==> config.mk <==
export PLATFORM = sky130hd
export DESIGN_NAME = prx_rx_status
export DESIGN_NICKNAME = d
export VERILOG_FILES = /design/src/logic/prx_pkg.sv /design/src/logic/prx_rx_status.sv
export VERILOG_INCLUDE_DIRS = /design/src /design/src/logic
export SDC_FILE = /design/constraint.sdc
export NUM_CORES = 1
export LEC_CHECK = 0
export BUFFER_PORTS_ARGS = -buffer_cell sky130_fd_sc_hd__buf_2
export CORE_ASPECT_RATIO = 0.7
export CORE_MARGIN = 10
export CORE_UTILIZATION = 35
export CTS_CLUSTER_SIZE = 14
export DETAILED_ROUTE_END_ITERATION = 6
export HOLD_SLACK_MARGIN = 0.1
export PLACE_DENSITY = 0.54
export SKIP_LAST_GASP = 1
export SYNTH_ARGS = -nofsm -noshare
export SYNTH_HDL_FRONTEND = slang
export SYNTH_SLANG_ARGS = --single-unit
export TNS_END_PERCENT = 100
==> constraint.sdc <==
create_clock -name clk_sys -period 4.12 [get_ports clk_sys]
set_clock_uncertainty 0.15 [all_clocks]
set_input_delay 0.412 -clock clk_sys [delete_from_list [all_inputs] [get_ports clk_sys]]
set_output_delay 0.412 -clock clk_sys [all_outputs]
set_load 0.01 [all_outputs]
==> src/logic/prx_params.svh <==
// constants, offsets and timing counts of the receive, status and strap pin block
//
// Functional notes
// - raise receive error whenever an error appears inside the frame being passed.
// - with energy saving on, error output is error while valid, idle indication otherwise.
// - in reduced mode the error output is optional; nothing depends on it.
// - in symbol mode drive rx_symbol_msb with the top bit of each code-group; the code does so in MII mode only, RMII keeps receive error.
// - outside symbol mode the rx_symbol_msb pin carries receive error.
// - in MII mode receive clock is 25 MHz at 100 Mbps, 2.5 MHz at 10.
// - receive valid is high only while decoded data sits on the data outputs.
// - in MII mode raise collision whenever the medium shows a collision.
// - in MII mode raise carrier sense whenever a carrier is seen.
// - in RMII mode raise carrier/valid whenever the medium is not idle.
// - RMII at 10 Mbps: carrier/valid at once, data low until the 10101011 delimiter.
// - RMII 10 Mbps half duplex never loops transmit data to the receive outputs.
// - capture all straps at every reset and use them as defaults.
// - three address straps form the management address.
// - three operating mode straps choose the default mode after reset.
// - link indicator active with link, blinking on traffic.
// - speed indicator active at 100 Mbps, inactive at 10 or when isolated.
// - pin-function strap high gives interrupt output, low gives transmit error input.
// - regulator disable strap high turns the internal regulator off.
// - reduced interface strap low selects MII, high selects RMII.
// - RMII uses two receive data bits, MII four.
`ifndef PRX_PARAMS_SVH
`define PRX_PARAMS_SVH

// ----------------------------------------------------------------
// timing
// ----------------------------------------------------------------
`define PRX_CLK_NS      10
`define PRX_RXCLK100_NS 40
`define PRX_RXCLK10_NS  400
`define PRX_HALF100     (`PRX_RXCLK100_NS / 2 / `PRX_CLK_NS)
`define PRX_HALF10      (`PRX_RXCLK10_NS / 2 / `PRX_CLK_NS)
`define PRX_STRAP_NS    100
`define PRX_STRAP_CYC   ((`PRX_STRAP_NS + `PRX_CLK_NS - 1) / `PRX_CLK_NS)
`define PRX_BLINK_MS    50
`define PRX_BLINK_CYC   (`PRX_BLINK_MS * 1000000 / `PRX_CLK_NS)

// ----------------------------------------------------------------
// register map, field layout and reset values
// ----------------------------------------------------------------
`define PRX_OFF_CTRL    8'h00
`define PRX_OFF_STATUS  8'h04
`define PRX_OFF_ERRCNT  8'h08
`define PRX_CTRL_W      6
`define PRX_STRAP_W     9
`define PRX_STAT_LINK   10
`define PRX_CTRL_RST    6'h00
`define PRX_ERRCNT_RST  16'h0000
`define PRX_SFD         8'hAB

`endif

==> src/logic/prx_pkg.sv <==
// types of the receive, status and strap pin block
package prx_pkg;

  typedef enum logic [1:0] {
    PRX_ST_RESET  = 2'b00,
    PRX_ST_SAMPLE = 2'b01,
    PRX_ST_RUN    = 2'b11
  } prx_state_e;

  // strap pins, also the latched strap set
  typedef struct packed {
    logic addr_strap_bit2;
    logic addr_strap_bit1;
    logic addr_strap_bit0;
    logic opsel_strap_bit2;
    logic opsel_strap_bit1;
    logic opsel_strap_bit0;
    logic reduced_interface_strap;
    logic regulator_disable_strap;
    logic irq_pin_function_strap;
  } prx_strap_s;

  // receive side of the line core
  typedef struct packed {
    logic       clk;
    logic       link;
    logic       crs;
    logic       col;
    logic       dv;
    logic       err;
    logic       lpi;
    logic [4:0] data;
  } prx_line_s;

  typedef struct packed {
    logic       en;
    logic [3:0] d;
  } prx_tx_s;

  // MAC facing and indicator pins
  typedef struct packed {
    logic       rxclk;
    logic [3:0] rxd;
    logic       rx_symbol_msb;
    logic       rxdv;
    logic       crs;
    logic       col_crs_dv;
    logic       link_activity_indicator;
    logic       speed_indicator;
  } prx_pins_s;

  typedef struct packed {
    logic loopback;
    logic isolate;
    logic symbol_en;
    logic eee_en;
    logic full_duplex;
    logic speed100;
  } prx_ctrl_s;

  typedef struct packed {
    logic        psel;
    logic        penable;
    logic        pwrite;
    logic [7:0]  paddr;
    logic [31:0] pwdata;
  } prx_apb_req_s;

  typedef struct packed {
    logic [31:0] prdata;
    logic        pready;
    logic        pslverr;
  } prx_apb_rsp_s;

  typedef struct packed {
    prx_state_e  st;
    logic [3:0]  win;
    prx_strap_s  strap;
    prx_ctrl_s   ctrl;
    prx_line_s   ln1;
    prx_line_s   ln2;
    logic        lclk;
    prx_strap_s  sp1;
    prx_strap_s  sp2;
    prx_tx_s     tx1;
    prx_tx_s     tx2;
    logic        p1;
    logic        p2;
    prx_pins_s   pins;
    logic [7:0]  sfd_sr;
    logic        sfd_seen;
    logic        frm_err;
    logic [15:0] errcnt;
    logic [4:0]  div;
    logic [22:0] act_tmr;
    logic [31:0] prdata;
  } prx_state_s;

endpackage : prx_pkg

==> src/logic/prx_rx_status.sv <==
// receive pin, status indicator and strap capture logic with APB registers
`timescale 1ns/1ps
`default_nettype none
`include "prx_params.svh"

module prx_rx_status #(
  parameter int unsigned BLINK_CYCLES = `PRX_BLINK_CYC
) (
  // clock and reset
  input  wire logic                  clk_sys,
  input  wire logic                  sys_rst,
  // register bus
  input  wire prx_pkg::prx_apb_req_s apb_req,
  output var  prx_pkg::prx_apb_rsp_s apb_rsp,
  // line core receive side, asynchronous
  input  wire prx_pkg::prx_line_s    line_i,
  // MAC transmit pins, asynchronous
  input  wire prx_pkg::prx_tx_s      tx_i,
  // shared output pins with straps
  input  wire prx_pkg::prx_strap_s   strap_pin_i,
  output var  prx_pkg::prx_pins_s    pin_o,
  output logic                       pin_oe,
  // interrupt or transmit error pin
  input  wire logic                  irq_req,
  input  wire logic                  irq_pin_i,
  output logic                       irq_out_n,
  output logic                       irq_pin_oe,
  output logic                       tx_err_o,
  // latched configuration
  output logic [2:0]                 mgmt_addr,
  output logic [2:0]                 op_mode,
  output logic                       rmii_mode,
  output logic                       regulator_disable,
  output logic                       straps_done
);

  // ----------------------------------------------------------------
  // register decode
  // ----------------------------------------------------------------
  localparam logic [1:0] SEL_CTRL   = 2'h0;
  localparam logic [1:0] SEL_STATUS = 2'h1;
  localparam logic [1:0] SEL_ERRCNT = 2'h2;
  localparam logic [1:0] SEL_NONE   = 2'h3;

  function automatic logic [1:0] reg_sel(input logic [7:0] a);
    logic [1:0] s;
    s = SEL_NONE;
    if (a == `PRX_OFF_CTRL)
    begin
      s = SEL_CTRL;
    end
    else if (a == `PRX_OFF_STATUS)
    begin
      s = SEL_STATUS;
    end
    else if (a == `PRX_OFF_ERRCNT)
    begin
      s = SEL_ERRCNT;
    end
    return s;
  endfunction : reg_sel

  // ----------------------------------------------------------------
  // state
  // ----------------------------------------------------------------
  prx_pkg::prx_state_s q;
  prx_pkg::prx_state_s d;

  logic        run;
  logic        edge_l;
  logic        rmii;
  logic        rmii10;
  logic        lb;
  logic        src_dv;
  logic        src_err;
  logic        src_lpi;
  logic        src_crs;
  logic        src_col;
  logic [4:0]  src_data;
  logic        rx_err;
  logic [7:0]  sr_nxt;
  logic [4:0]  half;
  logic        activity;
  logic        blink_off;
  logic        setup;
  logic        wr;
  logic [1:0]  sel;

  assign run  = (q.st == prx_pkg::PRX_ST_RUN);
  assign rmii = q.strap.reduced_interface_strap;
  assign rmii10 = rmii & ~q.ctrl.speed100;
  // loopback is blocked for reduced mode at 10 Mbps half duplex
  assign lb = q.ctrl.loopback & ~(rmii10 & ~q.ctrl.full_duplex);
  assign edge_l = q.ln2.clk & ~q.lclk;

  assign setup = apb_req.psel & ~apb_req.penable;
  assign wr    = apb_req.psel & apb_req.penable & apb_req.pwrite;
  assign sel   = reg_sel(apb_req.paddr);

  // ----------------------------------------------------------------
  // receive source selection
  // ----------------------------------------------------------------
  always_comb
  begin
    if (lb)
    begin
      src_dv   = q.tx2.en;
      src_data = {1'b0, q.tx2.d};
      src_err  = 1'b0;
      src_lpi  = 1'b0;
      src_crs  = q.tx2.en;
      src_col  = 1'b0;
    end
    else
    begin
      src_dv   = q.ln2.dv;
      src_data = q.ln2.data;
      src_err  = q.ln2.err;
      src_lpi  = q.ln2.lpi;
      src_crs  = q.ln2.crs;
      src_col  = q.ln2.col;
    end
    // error only counts inside a frame; idle indication shares the pin
    if (q.ctrl.eee_en)
    begin
      rx_err = src_dv ? src_err : src_lpi;
    end
    else
    begin
      rx_err = src_dv & src_err;
    end
  end

  assign sr_nxt   = {src_data[1:0], q.sfd_sr[7:2]};
  assign half     = q.ctrl.speed100 ? 5'(`PRX_HALF100) : 5'(`PRX_HALF10);
  assign activity = src_dv | q.tx2.en;
  // second half of each blink window darkens the link indicator
  assign blink_off = (q.act_tmr != 23'h000000) &&
                     (q.act_tmr < 23'(BLINK_CYCLES / 2));

  // ----------------------------------------------------------------
  // next state
  // ----------------------------------------------------------------
  always_comb
  begin
    d = q;

    // two-stage synchronisers on the asynchronous inputs: line, transmit, strap and pin
    d.ln1  = line_i;
    d.ln2  = q.ln1;
    d.sp1  = strap_pin_i;
    d.sp2  = q.sp1;
    d.tx1  = tx_i;
    d.tx2  = q.tx1;
    d.p1   = irq_pin_i;
    d.p2   = q.p1;
    d.lclk = q.ln2.clk;

    // strap window: pins undriven, levels settle through the synchroniser
    unique case (q.st)
      prx_pkg::PRX_ST_RESET:
      begin
        d.st  = prx_pkg::PRX_ST_SAMPLE;
        d.win = 4'h0;
      end
      prx_pkg::PRX_ST_SAMPLE:
      begin
        if (q.win == 4'(`PRX_STRAP_CYC - 1))
        begin
          d.st    = prx_pkg::PRX_ST_RUN;
          d.strap = q.sp2;
          // mode straps: bit1 picks speed, bit0 picks duplex
          d.ctrl.speed100    = q.sp2.opsel_strap_bit1;
          d.ctrl.full_duplex = q.sp2.opsel_strap_bit0;
        end
        else
        begin
          d.win = q.win + 4'h1;
        end
      end
      prx_pkg::PRX_ST_RUN:
      begin
        d.st = prx_pkg::PRX_ST_RUN;
      end
      default:
      begin
        d.st = prx_pkg::PRX_ST_RESET;
      end
    endcase

    // control register writes only once straps are in; error count clears at any time
    if (wr && run && sel == SEL_CTRL)
    begin
      d.ctrl = prx_pkg::prx_ctrl_s'(apb_req.pwdata[`PRX_CTRL_W-1:0]);
    end
    if (wr && sel == SEL_ERRCNT)
    begin
      d.errcnt = `PRX_ERRCNT_RST;
    end

    // read data is prepared in the setup phase
    if (setup)
    begin
      unique case (sel)
        SEL_CTRL:
        begin
          d.prdata = {26'h0000000, q.ctrl};
        end
        SEL_STATUS:
        begin
          d.prdata = {19'h00000, q.ln2.col, q.ln2.crs, q.ln2.link, run,
                      q.strap};
        end
        SEL_ERRCNT:
        begin
          d.prdata = {16'h0000, q.errcnt};
        end
        SEL_NONE:
        begin
          d.prdata = 32'h00000000;
        end
      endcase
    end

    // receive clock divider, held low in RMII mode
    if (rmii)
    begin
      d.div        = 5'h00;
      d.pins.rxclk = 1'b0;
    end
    else if (q.div >= half - 5'h01)
    begin
      d.div        = 5'h00;
      d.pins.rxclk = ~q.pins.rxclk;
    end
    else
    begin
      d.div = q.div + 5'h01;
    end

    // one symbol per line clock edge
    if (edge_l && run)
    begin
      if (rmii10 && !src_crs)
      begin
        d.sfd_sr   = 8'h00;
        d.sfd_seen = 1'b0;
      end
      else if (rmii10)
      begin
        d.sfd_sr = sr_nxt;
        if (sr_nxt == `PRX_SFD)
        begin
          d.sfd_seen = 1'b1;
        end
      end

      if (rmii)
      begin
        // two data bits; zero until the delimiter at 10 Mbps
        d.pins.rxd = {2'b00, (rmii10 && !q.sfd_seen) ? 2'b00
                                                     : src_data[1:0]};
        d.pins.col_crs_dv = src_crs;
      end
      else
      begin
        d.pins.rxd        = src_data[3:0];
        d.pins.col_crs_dv = src_col;
      end
      d.pins.rxdv = src_dv;
      d.pins.crs  = src_crs;
      // nothing below reads the error pin back, so leaving it open is safe
      if (q.ctrl.symbol_en && !rmii)
      begin
        d.pins.rx_symbol_msb = src_data[4];
      end
      else
      begin
        d.pins.rx_symbol_msb = rx_err;
      end

      // errored frame counter; the increment beats a same-cycle clear
      if (src_dv && src_err)
      begin
        d.frm_err = 1'b1;
      end
      if (q.pins.rxdv && !src_dv)
      begin
        d.frm_err = 1'b0;
        if (q.frm_err)
        begin
          d.errcnt = q.errcnt + 16'h0001;
        end
      end
    end

    // activity blink window
    if (q.act_tmr != 23'h000000)
    begin
      d.act_tmr = q.act_tmr - 23'h000001;
    end
    else if (activity && q.ln2.link)
    begin
      d.act_tmr = 23'(BLINK_CYCLES - 1);
    end
    d.pins.link_activity_indicator = q.ln2.link & ~blink_off;
    d.pins.speed_indicator = q.ctrl.speed100 & ~q.ctrl.isolate;
  end

  // ----------------------------------------------------------------
  // registers
  // ----------------------------------------------------------------
  always_ff @(posedge clk_sys)
  begin
    if (sys_rst)
    begin
      q        <= '0;
      q.st     <= prx_pkg::PRX_ST_RESET;
      q.ctrl   <= `PRX_CTRL_RST;
      q.errcnt <= `PRX_ERRCNT_RST;
    end
    else
    begin
      q <= d;
    end
  end

  // ----------------------------------------------------------------
  // outputs
  // ----------------------------------------------------------------
  assign apb_rsp.prdata  = q.prdata;
  assign apb_rsp.pready  = 1'b1;
  assign apb_rsp.pslverr = apb_req.psel & apb_req.penable & (sel == SEL_NONE);

  assign pin_o  = q.pins;
  assign pin_oe = run;

  // open-drain interrupt only while the strap picks that function
  assign irq_out_n  = 1'b0;
  assign irq_pin_oe = run & q.strap.irq_pin_function_strap & irq_req;
  assign tx_err_o   = run & ~q.strap.irq_pin_function_strap & q.p2;

  assign mgmt_addr = {q.strap.addr_strap_bit2, q.strap.addr_strap_bit1,
                      q.strap.addr_strap_bit0};
  assign op_mode   = {q.strap.opsel_strap_bit2, q.strap.opsel_strap_bit1,
                      q.strap.opsel_strap_bit0};
  assign rmii_mode         = rmii;
  assign regulator_disable = q.strap.regulator_disable_strap;
  assign straps_done       = run;

endmodule : prx_rx_status

`default_nettype wire

==> impl_metrics.env <==
export IMPL_row_count=41
export IMPL_netlist_area_mm2=0.006560
export IMPL_setup_viol=0
export IMPL_finalNonFillerCells=1043
export IMPL_min_from="strap_pin_i[3]"
export IMPL_grt_pass1_wl_um=26490
export IMPL_cts_root_buffer="clkbuf_16"
export IMPL_fillers=1747
export IMPL_ys_async_sr_fraction_pct=0
export IMPL_cts_buffers=17
export IMPL_coreArea_mm2=0.01821
export IMPL_clk_insertion_delay_late_ns=0.42
export IMPL_antenna_found_initial=0
export IMPL_end_kind="flip-flop"
export IMPL_syn_avg_cell_area_um2=9.036
export IMPL_pwr_share_clk_pct=39.9
export IMPL_ir_drop_uv=272.4
export IMPL_vias_per_cell=5.077
export IMPL_path_buf_inv=0
export IMPL_cts_sinks=155
export IMPL_crit_slowest_cell="o21ai_1"
export IMPL_fmax_ghz=0.3606
export IMPL_die_area_mm2=0.02471
export IMPL_grt_overflow_total=0
export IMPL_cts_resized=0
export IMPL_outcome="completed"
export IMPL_grt_max_degree=59
export IMPL_critPathMaxStageDelay_ns=0.90
export IMPL_seqCellArea_mm2=0.003103
export IMPL_synth_cell_types=64
export IMPL_cts_tree="done"
export IMPL_synth_edf_count=0
export IMPL_drv_cap=0
export IMPL_ys_top_cells_by_area="dfxtp_1 47%, buf_4 6.0%, nor2b_1 5.6%"
export IMPL_die_h_um=134.5
export IMPL_hold_depth=2
export IMPL_post_cts_buffers=0
export IMPL_grt_usage_pct=13.37
export IMPL_initial_core_util_pct=36.02
export IMPL_ys_seq_area_share_pct=47.30
export IMPL_finalHoldViolations=0
export IMPL_maxSlewViolCount=0
export IMPL_required_ns=4.23
export IMPL_first_iter_violations=381
export IMPL_p_comb_share_pct=18.5
export IMPL_final_area_mm2=0.007779
export IMPL_seq_power_share_pct=41.6
export IMPL_wl_per_cell_um=15.89
export IMPL_crit_arrival_ns=2.88
export IMPL_antenna_cells=0
export IMPL_finalNetCount=875
export IMPL_tns_ns=0
export IMPL_path_cells="nor4bb_1 -> or2_2 -> nor2_1 -> o21ai_1 -> nor3_1"
export IMPL_h_tree_depth=4
export IMPL_synth_top_area_share_pct=47.30
export IMPL_reg2reg_to="q[62]$_SDFF_PP0_"
export IMPL_numPortBuffers=86
export IMPL_syn_instance_count=726
export IMPL_syn2layout_area_growth_pct=18.58
export IMPL_p_leak_nw=3.118
export IMPL_switchingPower_mw=1.242
export IMPL_postRouteAntennaNets=0
export IMPL_drc=0
export IMPL_wirelength_um=16570
export IMPL_yosysTopAreaCell="dfxtp_1"
export IMPL_routabilityCongestion=0.8487
export IMPL_cts_path_max_buffers=2
export IMPL_total_power_mw=4.209
export IMPL_synth_ff_type="dfxtp_1"
export IMPL_io_pins=131
export IMPL_worst_slew_pin_slew_ns=1.100
export IMPL_hp_class="input pin to flip-flop"
export IMPL_drt_pass1_iterations=5
export IMPL_p_int_mw=2.966
export IMPL_ys_ff_latch=155
export IMPL_holdPathEnd="d[112]$_SDFF_PP0_"
export IMPL_slew_headroom_pct=26.17
export IMPL_p_sw_share_pct=29.51
export IMPL_period_minus_slack_ns=2.773
export IMPL_reg2regPathDepth=5
export IMPL_clk_pin_slew_ns=0.07
export IMPL_dp_hpwl_um=12020
export IMPL_dp_cells=982
export IMPL_multi_input_area_mm2=0.002952
export IMPL_post_route_period_util_pct=67.31
export IMPL_first_global_vias=5066
export IMPL_drive_gt1_share_pct=16.36
export IMPL_rsz0062_at_grt="no"
export IMPL_start_kind="flip-flop"
export IMPL_worst_path_max_fanout=14
export IMPL_crit_family="simple AND/OR/NAND/NOR gates"
export IMPL_power_density_mw_per_mm2=541.0
export IMPL_via_count=5295
export IMPL_dpl_cell_area_mm2=0.006850
export IMPL_r2r_start="q[152]$_SDFFE_PP0P_"
export IMPL_ys_warnings_count=0
export IMPL_crit_type="flip-flop to flip-flop"
export IMPL_reg2reg_slack_ns=1.35
export IMPL_die_w_um=183.6
-- worst max path at each step --
stage | from | endpoint | slack, ns | cells past startpoint
after floorplan | rmii_mode$_SDFFE_PP0P_ | q[74]$_SDFF_PP0_ | 1.98 | 6
after detailed placement | apb_req[37] | q[62]$_SDFF_PP0_ | 1.28 | 6
after CTS | q[152]$_SDFFE_PP0P_ | q[62]$_SDFF_PP0_ | 1.41 | 5
after global placement | apb_req[37] | q[62]$_SDFF_PP0_ | 1.42 | 6
after global routing | q[172]$_SDFFE_PP0P_ | q[62]$_SDFF_PP0_ | 1.14 | 5
final | q[152]$_SDFFE_PP0P_ | q[62]$_SDFF_PP0_ | 1.35 | 5
-- routing by layer --
metal	GRT usage, %	vias to the layer above	share of wire, %
li1	-	2596	-
met1	18.20	2462	48
met2	19.66	218	42
met3	3.537	19	8.5
met4	5.175	0	1.2
met5	0	-	0
-- synthesized netlist by cell type (all sizes together), types with 5 or more instances --
master   count
xor2        12
a2bb2oi      7
nand2       64
nor3        18
a21oi       37
nor2b       59
nor4        12
mux2i       14
xnor2       10
o21ai       16
nand3       13
a22oi       17
o2111ai      5
nor2        87
dfxtp      155
and3         6
ha           7
a211oi       5
buf         61
inv          8
nor3b        7
a31oi        5
clkbuf      26
or3          6
nand4        7
-- kinds of logic after synthesis --
family	synth area share (%)
AO/OA/AOI/OAI	12.25
XOR/XNOR	2.937
adder cells (fa/ha/maj)	1.335
buffers and inverters	8.621
flip-flops	47.30
multiplexers	2.479
other	0.1145
AND/OR/NAND/NOR	24.97
-- through the flow --
step | util, % | hold WS [ns] | setup slack (ns)
floorplan | - | 0.2638 | 1.977
global placement | 37.62 | 0.2715 | 1.418
detailed placement | 37.62 | 0.2754 | 1.279
CTS | 42.71 | 0.1016 | 1.405
global route | 42.71 | 0.1133 | 1.141
finish | 42.71 | 0.09417 | 1.347
-- sequential cells by signal, indices dropped and copies added, names as in the netlist --
register,cells
apb_rsp,16
d,28
mgmt_addr,3
op_mode,3
pin_o,11
q,92
regulator_disable,1
rmii_mode,1
-- power by group through the flow --
stage / Sequential, mW / Clock, mW / Combinational [mW]
finish: 1.75 / 1.68 / 0.779
global route: 1.77 / 1.79 / 0.878
CTS: 1.75 / 1.71 / 0.766
detailed placement: 1.78 / 0 / 0.737
global placement: 1.77 / 0 / 0.711
floorplan: 1.75 / 0 / 0.600
-- cell usage in the layout (no fill, tap or decap), types with 13 or more instances in the layout --
| cell | instances |
|---|---|
| nor2_1 | 86 |
| a21oi_1 | 37 |
| nor3_1 | 18 |
| o21ai_0 | 15 |
| nand3_1 | 13 |
| a22oi_1 | 17 |
| nor2b_1 | 59 |
| dlygate4sd3_1 | 30 |
| dfxtp_1 | 155 |
| buf_2 | 85 |
| conb_1 | 18 |
| mux2i_1 | 14 |
| nand2_1 | 64 |
| clkbuf_16 | 17 |
-- final cells by class --
type | instances | share of cell area [%]
Clock inverter | 11 | 2.332
Inverter | 8 | 0.3860
Timing Repair Buffer | 121 | 9.908
Multi-Input combinational cell | 492 | 37.94
Sequential cell | 155 | 39.89
Clock buffer | 20 | 5.742
Tap cell | 236 | 3.796
-- repair_timing --
item / 4_1_cts / 5_1_grt
setup endpoints to repair: 0 / 0
endpoints found under the hold margin: 30 / 0
hold buffers: 30 / 0
Power figures use the tool's default switching activity.
